[config.mk]
export PLATFORM = sky130hd
export DESIGN_NAME = cfg_ctrl
export DESIGN_NICKNAME = d
export VERILOG_FILES = /design/src/hw/cfg_ctrl_pkg.sv /design/src/hw/edge_sync.sv /design/src/hw/word_fifo.sv /design/src/hw/cfg_ctrl.sv
export SDC_FILE = /design/constraint.sdc
export NUM_CORES = 1
export LEC_CHECK = 0
export BUFFER_PORTS_ARGS = -buffer_cell sky130_fd_sc_hd__buf_2
export CAP_MARGIN = 20
export CORE_MARGIN = 2
export CORE_UTILIZATION = 59
export DETAILED_ROUTE_END_ITERATION = 12
export GPL_TIMING_DRIVEN = 0
export PLACE_DENSITY = 0.77
export SETUP_SLACK_MARGIN = 0.15
export SYNTH_ARGS = -nofsm -noshare
export SYNTH_HDL_FRONTEND = slang
export SYNTH_HIERARCHICAL = 1
export SYNTH_SLANG_ARGS = --single-unit
export TNS_END_PERCENT = 100
[constraint.sdc]
create_clock -name i_clk_sys -period 8.24 [get_ports i_clk_sys]
set_input_delay 1.648 -clock i_clk_sys [delete_from_list [all_inputs] [get_ports i_clk_sys]]
set_output_delay 1.648 -clock i_clk_sys [all_outputs]
set_load 0.005 [all_outputs]
[src/hw/cfg_ctrl_pkg.sv]
// Package: constants for the configuration control block.
// Assumes a 125 MHz system clock and a JTAG link sampled by it.
package cfg_ctrl_pkg;
  // Instruction register width and codes
  localparam int IR_WIDTH = 10;
  localparam logic [9:0] IR_BYPASS = 10'h3FF;
  localparam logic [9:0] IR_IDCODE = 10'h006;
  localparam logic [9:0] IR_SAMPLE = 10'h005;
  localparam logic [9:0] IR_PROGRAM = 10'h002;
  localparam logic [9:0] IR_CHECK_DONE = 10'h004;
  localparam logic [9:0] IR_IO_SETUP = 10'h00D;
  localparam logic [9:0] IR_RECONFIG_PULSE = 10'h001;
  localparam logic [9:0] IR_EXTEST = 10'h00F;
  // Instruction register capture pattern
  localparam logic [9:0] IR_CAPTURE = 10'h001;
  // Identity code, value arbitrary
  localparam logic [31:0] ID_CODE = 32'h1234_5001;
  // Configuration image size in bits (shortened default)
  localparam int IMAGE_BITS = 64;
  // Initialization cycles after the last data bit
  localparam int INIT_TCK_CYCLES = 1222;
  // Serial data word width and FIFO depth
  localparam int WORD_W = 8;
  localparam int FIFO_DEPTH = 4;
  // TAP controller states
  typedef enum logic [3:0] {
    TAP_RESET = 4'h0, TAP_IDLE = 4'h1, TAP_SEL_DR = 4'h2, TAP_CAP_DR = 4'h3,
    TAP_SH_DR = 4'h4, TAP_EX1_DR = 4'h5, TAP_PA_DR = 4'h6, TAP_EX2_DR = 4'h7,
    TAP_UP_DR = 4'h8, TAP_SEL_IR = 4'h9, TAP_CAP_IR = 4'hA, TAP_SH_IR = 4'hB,
    TAP_EX1_IR = 4'hC, TAP_PA_IR = 4'hD, TAP_EX2_IR = 4'hE, TAP_UP_IR = 4'hF
  } tap_state_t;
  // Configuration states
  typedef enum logic [2:0] {
    CFG_WAIT = 3'h0, CFG_SERIAL = 3'h1, CFG_JTAG = 3'h2, CFG_INIT = 3'h3,
    CFG_USER = 3'h4, CFG_ERROR = 3'h5, CFG_IO_SETUP = 3'h6
  } cfg_state_t;
endpackage

[src/hw/edge_sync.sv]
// Three-stage synchroniser with agreement filter for an outside pin.
// Assumes the pin is asynchronous to i_clk_sys.
`timescale 1ns/1ns
module edge_sync
(
  input wire logic i_clk_sys,
  input wire logic i_rst,
  input wire logic i_pin,
  output logic o_level,
  output logic o_rise,
  output logic o_fall
);
  logic s1_reg; // First stage, read only by the second
  logic s2_reg;
  logic s3_reg;
  // Shift chain and filtered level
  always_ff @(posedge i_clk_sys)
  begin
    if (i_rst)
    begin
      s1_reg <= 1'b0;
      s2_reg <= 1'b0;
      s3_reg <= 1'b0;
      o_level <= 1'b0;
    end
    else
    begin
      s1_reg <= i_pin;
      s2_reg <= s1_reg;
      s3_reg <= s2_reg;
      if (s2_reg == s3_reg)
        o_level <= s3_reg;
    end
  end
  // Edge pulses when the filtered level is about to change
  assign o_rise = (s2_reg == s3_reg) && s3_reg && !o_level;
  assign o_fall = (s2_reg == s3_reg) && !s3_reg && o_level;
endmodule

[src/hw/word_fifo.sv]
// Small synchronous FIFO with valid/ready on both sides.
// Assumes a single clock domain.
`timescale 1ns/1ns
module word_fifo #(
  parameter int WIDTH = 8,
  parameter int DEPTH = 4
)
(
  input wire logic i_clk_sys,
  input wire logic i_rst,
  input wire logic i_flush,
  input wire logic i_in_valid,
  output logic o_in_ready,
  input wire logic [WIDTH-1:0] i_in_data,
  output logic o_out_valid,
  input wire logic i_out_ready,
  output logic [WIDTH-1:0] o_out_data
);
  localparam int AW = $clog2(DEPTH);
  logic [WIDTH-1:0] mem [DEPTH]; // Storage words
  logic [AW-1:0] wr_reg; // Write pointer
  logic [AW-1:0] rd_reg; // Read pointer
  logic [AW:0] cnt_reg; // Fill count
  logic push;
  logic pop;
  assign o_in_ready = (cnt_reg != (AW+1)'(DEPTH));
  assign o_out_valid = (cnt_reg != '0);
  assign push = i_in_valid && o_in_ready;
  assign pop = o_out_valid && i_out_ready;
  assign o_out_data = mem[rd_reg];
  // Storage write
  always_ff @(posedge i_clk_sys)
  begin
    if (push)
      mem[wr_reg] <= i_in_data;
  end
  // Pointers and count
  always_ff @(posedge i_clk_sys)
  begin
    if (i_rst || i_flush)
    begin
      wr_reg <= '0;
      rd_reg <= '0;
      cnt_reg <= '0;
    end
    else
    begin
      if (push)
        wr_reg <= (wr_reg == AW'(DEPTH-1)) ? '0 : wr_reg + 1'b1;
      if (pop)
        rd_reg <= (rd_reg == AW'(DEPTH-1)) ? '0 : rd_reg + 1'b1;
      cnt_reg <= cnt_reg + (AW+1)'(push) - (AW+1)'(pop);
    end
  end
endmodule

[src/hw/cfg_ctrl.sv]
// Configuration control: serial chain load, JTAG TAP and configuration path.
// Assumes TCK and the serial load clock are slow pins sampled by i_clk_sys.
// Notes on behaviour
// Finished device drives chain enable output low
// Serial clock, data, request, status, complete shared
// Shared lines make whole chain enter user together
// Error pulls status low; host reconfigures chain
// JTAG load preempts serial load immediately
// User I/O tri-stated during JTAG configuration
// No decompression or decryption on JTAG data
// Bypass passes TDI to TDO, one TCK later
// Configuration complete readable over JTAG
// Host gives 1222 TCK cycles for initialization
// Device clear and output enable ignored by JTAG
// Host holds chip enable low for JTAG
// I/O-setup instruction interrupts configuration
// Reconfigure after I/O-setup via JTAG, pin or pulse
// Other instructions only after I/O-setup
// Host orders JTAG chain like config chain
// JTAG-only systems keep status lines separate
// Complete held low until data loaded, initialization
// TDI on TCK rise, TDO on fall, else tri-state
// Standard TAP controller; IR selects data path
`timescale 1ns/1ns
module cfg_ctrl
(
  input wire logic i_clk_sys,
  input wire logic i_rst,
  // JTAG link
  input wire logic i_tck,
  input wire logic i_tms,
  input wire logic i_tdi,
  output logic o_tdo,
  output logic o_tdo_oe,
  // Serial chain link
  input wire logic i_serial_load_clock,
  input wire logic i_serial_load_data,
  input wire logic i_config_request_n,
  input wire logic i_chip_enable_n,
  output logic o_chain_enable_n,
  input wire logic i_config_status_n,
  output logic o_config_status_n_oe,
  input wire logic i_config_complete,
  output logic o_config_complete_oe,
  // Device-wide controls and user pins
  input wire logic i_device_wide_clear_n,
  input wire logic i_device_wide_output_enable,
  input wire logic i_frame_error,
  output logic o_user_io_oe_allow,
  output logic o_user_clear_n,
  output logic o_user_mode,
  // Configuration word stream to the memory array
  output logic o_cfg_valid,
  input wire logic i_cfg_ready,
  output logic [cfg_ctrl_pkg::WORD_W-1:0] o_cfg_data,
  output logic o_cfg_from_jtag,
  output logic o_cfg_decode_en
);
  // Synchronised pins
  logic tck_lvl, tck_rise, tck_fall;
  logic tms_lvl, tdi_lvl, serial_load_clock_rise, data_lvl;
  logic req_lvl, req_fall, ce_lvl, st_lvl, cd_lvl;
  logic unused_a, unused_b, unused_c, unused_d, unused_e, unused_f, unused_g;
  logic unused_h, unused_i, unused_j, unused_k, unused_l;
  edge_sync u_tck (.i_clk_sys(i_clk_sys), .i_rst(i_rst), .i_pin(i_tck),
    .o_level(tck_lvl), .o_rise(tck_rise), .o_fall(tck_fall));
  edge_sync u_tms (.i_clk_sys(i_clk_sys), .i_rst(i_rst), .i_pin(i_tms),
    .o_level(tms_lvl), .o_rise(unused_a), .o_fall(unused_b));
  edge_sync u_tdi (.i_clk_sys(i_clk_sys), .i_rst(i_rst), .i_pin(i_tdi),
    .o_level(tdi_lvl), .o_rise(unused_c), .o_fall(unused_d));
  edge_sync u_serial_load_clock (.i_clk_sys(i_clk_sys), .i_rst(i_rst), .i_pin(i_serial_load_clock),
    .o_level(unused_e), .o_rise(serial_load_clock_rise), .o_fall(unused_f));
  edge_sync u_data (.i_clk_sys(i_clk_sys), .i_rst(i_rst), .i_pin(i_serial_load_data),
    .o_level(data_lvl), .o_rise(unused_g), .o_fall(unused_h));
  edge_sync u_req (.i_clk_sys(i_clk_sys), .i_rst(i_rst), .i_pin(i_config_request_n),
    .o_level(req_lvl), .o_rise(unused_i), .o_fall(req_fall));
  edge_sync u_ce (.i_clk_sys(i_clk_sys), .i_rst(i_rst), .i_pin(i_chip_enable_n),
    .o_level(ce_lvl), .o_rise(unused_j), .o_fall(unused_k));
  edge_sync u_st (.i_clk_sys(i_clk_sys), .i_rst(i_rst), .i_pin(i_config_status_n),
    .o_level(st_lvl), .o_rise(unused_l), .o_fall());
  edge_sync u_cd (.i_clk_sys(i_clk_sys), .i_rst(i_rst), .i_pin(i_config_complete),
    .o_level(cd_lvl), .o_rise(), .o_fall());

  // TAP controller
  cfg_ctrl_pkg::tap_state_t tap_reg, tap_next;
  // Next TAP state from TMS, standard graph
  always_comb
  begin
    case (tap_reg)
      cfg_ctrl_pkg::TAP_RESET: tap_next = tms_lvl ? cfg_ctrl_pkg::TAP_RESET : cfg_ctrl_pkg::TAP_IDLE;
      cfg_ctrl_pkg::TAP_IDLE: tap_next = tms_lvl ? cfg_ctrl_pkg::TAP_SEL_DR : cfg_ctrl_pkg::TAP_IDLE;
      cfg_ctrl_pkg::TAP_SEL_DR: tap_next = tms_lvl ? cfg_ctrl_pkg::TAP_SEL_IR : cfg_ctrl_pkg::TAP_CAP_DR;
      cfg_ctrl_pkg::TAP_CAP_DR: tap_next = tms_lvl ? cfg_ctrl_pkg::TAP_EX1_DR : cfg_ctrl_pkg::TAP_SH_DR;
      cfg_ctrl_pkg::TAP_SH_DR: tap_next = tms_lvl ? cfg_ctrl_pkg::TAP_EX1_DR : cfg_ctrl_pkg::TAP_SH_DR;
      cfg_ctrl_pkg::TAP_EX1_DR: tap_next = tms_lvl ? cfg_ctrl_pkg::TAP_UP_DR : cfg_ctrl_pkg::TAP_PA_DR;
      cfg_ctrl_pkg::TAP_PA_DR: tap_next = tms_lvl ? cfg_ctrl_pkg::TAP_EX2_DR : cfg_ctrl_pkg::TAP_PA_DR;
      cfg_ctrl_pkg::TAP_EX2_DR: tap_next = tms_lvl ? cfg_ctrl_pkg::TAP_UP_DR : cfg_ctrl_pkg::TAP_SH_DR;
      cfg_ctrl_pkg::TAP_UP_DR: tap_next = tms_lvl ? cfg_ctrl_pkg::TAP_SEL_DR : cfg_ctrl_pkg::TAP_IDLE;
      cfg_ctrl_pkg::TAP_SEL_IR: tap_next = tms_lvl ? cfg_ctrl_pkg::TAP_RESET : cfg_ctrl_pkg::TAP_CAP_IR;
      cfg_ctrl_pkg::TAP_CAP_IR: tap_next = tms_lvl ? cfg_ctrl_pkg::TAP_EX1_IR : cfg_ctrl_pkg::TAP_SH_IR;
      cfg_ctrl_pkg::TAP_SH_IR: tap_next = tms_lvl ? cfg_ctrl_pkg::TAP_EX1_IR : cfg_ctrl_pkg::TAP_SH_IR;
      cfg_ctrl_pkg::TAP_EX1_IR: tap_next = tms_lvl ? cfg_ctrl_pkg::TAP_UP_IR : cfg_ctrl_pkg::TAP_PA_IR;
      cfg_ctrl_pkg::TAP_PA_IR: tap_next = tms_lvl ? cfg_ctrl_pkg::TAP_EX2_IR : cfg_ctrl_pkg::TAP_PA_IR;
      cfg_ctrl_pkg::TAP_EX2_IR: tap_next = tms_lvl ? cfg_ctrl_pkg::TAP_UP_IR : cfg_ctrl_pkg::TAP_SH_IR;
      cfg_ctrl_pkg::TAP_UP_IR: tap_next = tms_lvl ? cfg_ctrl_pkg::TAP_SEL_DR : cfg_ctrl_pkg::TAP_IDLE;
      default: tap_next = cfg_ctrl_pkg::TAP_RESET;
    endcase
  end
  // State advances on each sampled TCK rise; clear pins have no say here
  always_ff @(posedge i_clk_sys)
  begin
    if (i_rst)
      tap_reg <= cfg_ctrl_pkg::TAP_RESET;
    else if (tck_rise)
      tap_reg <= tap_next;
  end

  // Instruction handling
  logic [9:0] ir_sh_reg; // IR shift stage
  logic [9:0] ir_reg; // Active instruction
  logic io_setup_done_reg; // I/O-setup has interrupted configuration
  logic ir_allowed;
  // Only the free instructions work until I/O-setup has run
  assign ir_allowed = io_setup_done_reg || ir_sh_reg == cfg_ctrl_pkg::IR_BYPASS
    || ir_sh_reg == cfg_ctrl_pkg::IR_IDCODE || ir_sh_reg == cfg_ctrl_pkg::IR_SAMPLE
    || ir_sh_reg == cfg_ctrl_pkg::IR_IO_SETUP || ir_sh_reg == cfg_ctrl_pkg::IR_PROGRAM
    || ir_sh_reg == cfg_ctrl_pkg::IR_CHECK_DONE || ir_sh_reg == cfg_ctrl_pkg::IR_RECONFIG_PULSE;
  // IR capture, shift and update
  always_ff @(posedge i_clk_sys)
  begin
    if (i_rst)
    begin
      ir_sh_reg <= '0;
      ir_reg <= cfg_ctrl_pkg::IR_IDCODE;
    end
    else if (tck_rise)
    begin
      if (tap_reg == cfg_ctrl_pkg::TAP_RESET)
        ir_reg <= cfg_ctrl_pkg::IR_IDCODE;
      else if (tap_reg == cfg_ctrl_pkg::TAP_CAP_IR)
        ir_sh_reg <= cfg_ctrl_pkg::IR_CAPTURE;
      else if (tap_reg == cfg_ctrl_pkg::TAP_SH_IR)
        ir_sh_reg <= {tdi_lvl, ir_sh_reg[9:1]};
      else if (tap_reg == cfg_ctrl_pkg::TAP_UP_IR)
        ir_reg <= ir_allowed ? ir_sh_reg : cfg_ctrl_pkg::IR_BYPASS;
    end
  end

  // Data registers
  logic bypass_reg; // Single bypass bit
  logic [31:0] dr_reg; // Identity / status shift
  logic [2:0] bit_cnt_reg; // Bits gathered into a word
  logic [7:0] word_reg; // Word being gathered
  logic word_valid; // Word ready for the FIFO
  logic fifo_ready;
  logic is_bypass;
  assign is_bypass = ir_reg == cfg_ctrl_pkg::IR_BYPASS;
  // Bypass and capture/shift of the selected path
  always_ff @(posedge i_clk_sys)
  begin
    if (i_rst)
    begin
      bypass_reg <= 1'b0;
      dr_reg <= '0;
    end
    else if (tck_rise)
    begin
      if (tap_reg == cfg_ctrl_pkg::TAP_CAP_DR)
      begin
        bypass_reg <= 1'b0;
        if (ir_reg == cfg_ctrl_pkg::IR_IDCODE)
          dr_reg <= cfg_ctrl_pkg::ID_CODE;
        else
          dr_reg <= {31'h0, cd_lvl};
      end
      else if (tap_reg == cfg_ctrl_pkg::TAP_SH_DR)
      begin
        bypass_reg <= tdi_lvl;
        dr_reg <= {tdi_lvl, dr_reg[31:1]};
      end
    end
  end

  // TDO update on falling TCK, driven only while shifting
  always_ff @(posedge i_clk_sys)
  begin
    if (i_rst)
    begin
      o_tdo <= 1'b0;
      o_tdo_oe <= 1'b0;
    end
    else if (tck_fall)
    begin
      o_tdo_oe <= tap_reg == cfg_ctrl_pkg::TAP_SH_DR || tap_reg == cfg_ctrl_pkg::TAP_SH_IR;
      if (tap_reg == cfg_ctrl_pkg::TAP_SH_IR)
        o_tdo <= ir_sh_reg[0];
      else if (is_bypass)
        o_tdo <= bypass_reg;
      else
        o_tdo <= dr_reg[0];
    end
  end

  // Configuration sequencer
  cfg_ctrl_pkg::cfg_state_t cfg_reg;
  logic [15:0] bits_reg; // Image bits taken
  logic [10:0] init_reg; // Initialization TCK count
  logic jtag_prog; // JTAG programming shift
  logic serial_bit;
  logic take_bit;
  logic take_data;
  assign jtag_prog = tck_rise && tap_reg == cfg_ctrl_pkg::TAP_SH_DR
    && ir_reg == cfg_ctrl_pkg::IR_PROGRAM;
  assign serial_bit = serial_load_clock_rise && cfg_reg == cfg_ctrl_pkg::CFG_SERIAL && fifo_ready;
  assign take_bit = serial_bit || (cfg_reg == cfg_ctrl_pkg::CFG_JTAG && jtag_prog);
  assign take_data = serial_bit ? data_lvl : tdi_lvl;
  // Main sequence
  always_ff @(posedge i_clk_sys)
  begin
    if (i_rst)
    begin
      cfg_reg <= cfg_ctrl_pkg::CFG_WAIT;
      bits_reg <= '0;
      init_reg <= '0;
    end
    else if (!req_lvl || (req_fall) ||
      (tck_rise && tap_reg == cfg_ctrl_pkg::TAP_UP_IR
       && ir_sh_reg == cfg_ctrl_pkg::IR_RECONFIG_PULSE && ir_allowed))
    begin
      cfg_reg <= cfg_ctrl_pkg::CFG_WAIT;
      bits_reg <= '0;
      init_reg <= '0;
    end
    else if (tck_rise && tap_reg == cfg_ctrl_pkg::TAP_UP_IR
      && ir_sh_reg == cfg_ctrl_pkg::IR_IO_SETUP)
      cfg_reg <= cfg_ctrl_pkg::CFG_IO_SETUP;
    else if (tck_rise && tap_reg == cfg_ctrl_pkg::TAP_UP_IR
      && ir_sh_reg == cfg_ctrl_pkg::IR_PROGRAM && cfg_reg != cfg_ctrl_pkg::CFG_JTAG)
    begin
      cfg_reg <= cfg_ctrl_pkg::CFG_JTAG;
      bits_reg <= '0;
    end
    else
    begin
      case (cfg_reg)
        cfg_ctrl_pkg::CFG_WAIT:
          if (!ce_lvl && st_lvl)
            cfg_reg <= cfg_ctrl_pkg::CFG_SERIAL;
        cfg_ctrl_pkg::CFG_SERIAL, cfg_ctrl_pkg::CFG_JTAG:
        begin
          if (i_frame_error)
            cfg_reg <= cfg_ctrl_pkg::CFG_ERROR;
          else if (!st_lvl)
            cfg_reg <= cfg_ctrl_pkg::CFG_ERROR;
          else if (take_bit)
          begin
            bits_reg <= bits_reg + 16'h0001;
            if (bits_reg == 16'(cfg_ctrl_pkg::IMAGE_BITS - 1))
            begin
              cfg_reg <= cfg_ctrl_pkg::CFG_INIT;
              init_reg <= '0;
            end
          end
        end
        cfg_ctrl_pkg::CFG_INIT:
        begin
          if (!st_lvl)
            cfg_reg <= cfg_ctrl_pkg::CFG_ERROR;
          else if (cd_lvl && (serial_load_clock_rise || tck_rise))
          begin
            init_reg <= init_reg + 11'h001;
            if (init_reg == 11'(cfg_ctrl_pkg::INIT_TCK_CYCLES - 1) || serial_load_clock_rise)
              cfg_reg <= cfg_ctrl_pkg::CFG_USER;
          end
        end
        cfg_ctrl_pkg::CFG_ERROR:
          cfg_reg <= cfg_ctrl_pkg::CFG_ERROR;
        cfg_ctrl_pkg::CFG_USER:
          cfg_reg <= cfg_ctrl_pkg::CFG_USER;
        cfg_ctrl_pkg::CFG_IO_SETUP:
          cfg_reg <= cfg_ctrl_pkg::CFG_IO_SETUP;
        default:
          cfg_reg <= cfg_ctrl_pkg::CFG_WAIT;
      endcase
    end
  end

  // I/O-setup flag cleared by a fresh configuration request
  always_ff @(posedge i_clk_sys)
  begin
    if (i_rst || !req_lvl)
      io_setup_done_reg <= 1'b0;
    else if (cfg_reg == cfg_ctrl_pkg::CFG_IO_SETUP)
      io_setup_done_reg <= 1'b1;
  end

  // Bit gathering into words
  always_ff @(posedge i_clk_sys)
  begin
    if (i_rst || cfg_reg == cfg_ctrl_pkg::CFG_WAIT || (cfg_reg == cfg_ctrl_pkg::CFG_JTAG && !o_cfg_from_jtag))
    begin
      // First JTAG cycle drops any half-gathered serial word
      bit_cnt_reg <= '0;
      word_reg <= '0;
    end
    else if (take_bit)
    begin
      word_reg <= {take_data, word_reg[7:1]};
      bit_cnt_reg <= bit_cnt_reg + 3'h1;
    end
  end
  assign word_valid = take_bit && bit_cnt_reg == 3'h7;

  // Word FIFO toward the memory array
  word_fifo #(.WIDTH(cfg_ctrl_pkg::WORD_W), .DEPTH(cfg_ctrl_pkg::FIFO_DEPTH)) u_fifo (
    .i_clk_sys(i_clk_sys),
    .i_rst(i_rst),
    .i_flush(cfg_reg == cfg_ctrl_pkg::CFG_WAIT),
    .i_in_valid(word_valid),
    .o_in_ready(fifo_ready),
    .i_in_data({take_data, word_reg[7:1]}),
    .o_out_valid(o_cfg_valid),
    .i_out_ready(i_cfg_ready),
    .o_out_data(o_cfg_data)
  );

  // Path flags for the array: JTAG data is never decoded
  always_ff @(posedge i_clk_sys)
  begin
    if (i_rst)
    begin
      o_cfg_from_jtag <= 1'b0;
      o_cfg_decode_en <= 1'b0;
    end
    else
    begin
      o_cfg_from_jtag <= cfg_reg == cfg_ctrl_pkg::CFG_JTAG;
      o_cfg_decode_en <= cfg_reg == cfg_ctrl_pkg::CFG_SERIAL;
    end
  end

  // Shared-line drivers and user-side outputs
  always_ff @(posedge i_clk_sys)
  begin
    if (i_rst)
    begin
      o_config_complete_oe <= 1'b1;
      o_config_status_n_oe <= 1'b1;
      o_chain_enable_n <= 1'b1;
      o_user_mode <= 1'b0;
      o_user_io_oe_allow <= 1'b0;
      o_user_clear_n <= 1'b0;
    end
    else
    begin
      o_config_complete_oe <= !(cfg_reg == cfg_ctrl_pkg::CFG_INIT
        || cfg_reg == cfg_ctrl_pkg::CFG_USER);
      o_config_status_n_oe <= cfg_reg == cfg_ctrl_pkg::CFG_ERROR || !req_lvl;
      o_chain_enable_n <= !(cfg_reg == cfg_ctrl_pkg::CFG_INIT
        || cfg_reg == cfg_ctrl_pkg::CFG_USER);
      o_user_mode <= cfg_reg == cfg_ctrl_pkg::CFG_USER;
      o_user_io_oe_allow <= cfg_reg == cfg_ctrl_pkg::CFG_USER
        && i_device_wide_output_enable;
      o_user_clear_n <= cfg_reg == cfg_ctrl_pkg::CFG_USER && i_device_wide_clear_n;
    end
  end
endmodule

==> impl_metrics.json <==
{
  "tns_ns": 0,
  "routedWlPerCell_um": 15.1,
  "nets": 903,
  "n_antenna_cell": 0,
  "cts_setup_buffers": 0,
  "root_buffer": "clkbuf_16",
  "vias": 6010,
  "grt_max_degree": 40,
  "endpoint_kind": "flip-flop",
  "stdcell_count": 1052,
  "crit_fanout": 39,
  "hold_ws_ns": 0.436,
  "p_leak_nw": 3.12,
  "clkPwrFrac": 0.458,
  "largest_reg_flops": 32,
  "p_comb_frac": 0.015,
  "finalCriticalPeriod_ns": 3.96,
  "htreeDepth": 4,
  "grt_pass1_vias": 5773,
  "gp_congestion": 0.878,
  "max_cap_violations": 0,
  "drc": 0,
  "dieArea_sq_um": 14200,
  "worst_slew_margin_rel": 0.473,
  "start_util": 0.598,
  "hold_class": "reg2reg",
  "insertion_delay_ns": 0.44,
  "max_freq_mhz": 253,
  "layout_commonest_cell": "dfxtp_1",
  "stdcell_area_sq_um": 8800,
  "syn_area_sq_um": 7830,
  "dp_cells": 1021,
  "dr.pass1.iters": 5,
  "cpMaxStageDelayCell": "or4_1",
  "post_dp_cell_area_sq_um": 8220,
  "yosysWarnings": 6,
  "finalHoldViolations": 0,
  "synth.net_count": 851,
  "power_density_nw_per_um2": 197,
  "setup_violations": 0,
  "critical_path_class": "in2reg",
  "vias_per_cell": 5.71,
  "hold_buffers": 0,
  "postSynthAreaPerCell_sq_um": 9.64,
  "place_hpwl_um": 11200,
  "final_cell_mix": "dfxtp_1, nor2_1, nand2_1, a21oi_1, buf_2",
  "rsz0062_at_grt": "no",
  "critPathArrivalTime_ns": 4.34,
  "syn_inst": 812,
  "finalCritPeriodShare": 0.481,
  "cts_sinks": 183,
  "worst_setup_path_start_kind": "input port",
  "overflow": 0,
  "cts.path.max_buffers": 2,
  "slew_viol_final": 0,
  "area_delta_synth_final_pct": 12.4,
  "fin_skew_ns": 0.00687,
  "die_y_um": 119,
  "drt-total-wl_um": 15900,
  "cts-buffers-inserted": 17,
  "drive_above_1_share": 0.119,
  "die_x_um": 119,
  "grt_pass1_wl_um": 26500,
  "p_int_mw": 1.38,
  "post_cts_resized": 0,
  "ioPinCount": 34,
  "tightest_slew_ns": 0.780,
  "power_frac_seq": 0.527,
  "ant_nets": 0,
  "track_usage": 0.235,
  "p_sw_frac": 0.205,
  "slowest_delay_ns": 0.56,
  "antenna_found_initial": 0,
  "outcome": "completed",
  "fp-row-count": 42,
  "numPortBuffers": 33,
  "initialDrtViolationCount": 472,
  "p_switching_uw": 356,
  "clkTransAtPathRegs_ns": 0.06,
  "ir_drop_uv": 110,
  "cts_tree": "built",
  "core_sq_um": 13100,
  "required_ns": 8.62,
  "crit_chain": "buf_2 > clkbuf_1 > nand2b_1 > a211oi_1 > nand2_1 > clkbuf_1 > or4_1 > nand2_1"
}
==> worst paths after layout <==
check / to / slack [ns] / start / cells past startpoint
worst min-delay path: u_tdi/s2_reg / 0.44 / u_tdi/s1_reg / 1
worst min register to register: u_tdi/s2_reg / 0.44 / u_tdi/s1_reg / 1
worst max register to register: u_fifo/cnt_reg[2] / 4.45 / u_serial_load_clock/s3_reg / 16
worst max-delay path: bits_reg[14] / 4.28 / i_rst / 8
==> power groups by stage <==
stage          registers, mW  clock network [mW]  logic, mW
2_1_floorplan          0.934                   0     0.0154
3_3_place_gp           0.935                   0     0.0248
3_5_place_dp           0.935                   0     0.0262
4_1_cts                0.915               0.806     0.0265
5_1_grt                0.915               0.840     0.0293
6_report               0.915               0.795     0.0261
==> per-stage QoR <==
step / util / setup slack, ns / total power, mW
2_1_floorplan: - / 4.78 / 0.949
3_3_place_gp: 0.628 / 3.94 / 0.959
3_5_place_dp: 0.628 / 3.80 / 0.961
4_1_cts: 0.673 / 4.26 / 1.75
5_1_grt: 0.673 / 4.12 / 1.78
6_report: 0.673 / 4.28 / 1.74
==> per-layer routing <==
| metal | routed length, um | vias to the layer above | track usage | share of wire |
|---|---|---|---|---|
| met5 | 0 | - | 0 | 0 |
| met1 | 6810 | 2818 | 0.270 | 0.43 |
| met2 | 8050 | 155 | 0.412 | 0.51 |
| met3 | 620 | 34 | 0.0532 | 0.039 |
| li1 | - | 3003 | - | - |
| met4 | 450 | 0 | 0.112 | 0.028 |
==> layout make-up <==
class                   instances  area (sq um)
plain buffers                  46           193
well taps                     176           220
repair buffers                 33           165
flip-flops and latches        183          3980
clock inverters                 9          90.1
inverters                      35           131
clock buffers                  22           495
fillers                      1041          4280
multi-input cells             548          3520
==> worst max-delay path: cells and delay by family <==
kind | cells | cell delay [ns]
and+or+nand+nor | 4 | 1.23
AOI/OAI and AO/OA | 1 | 0.46
buffers and inverters | 3 | 1.00
Note: power is estimated with default switching activity, not from simulation.
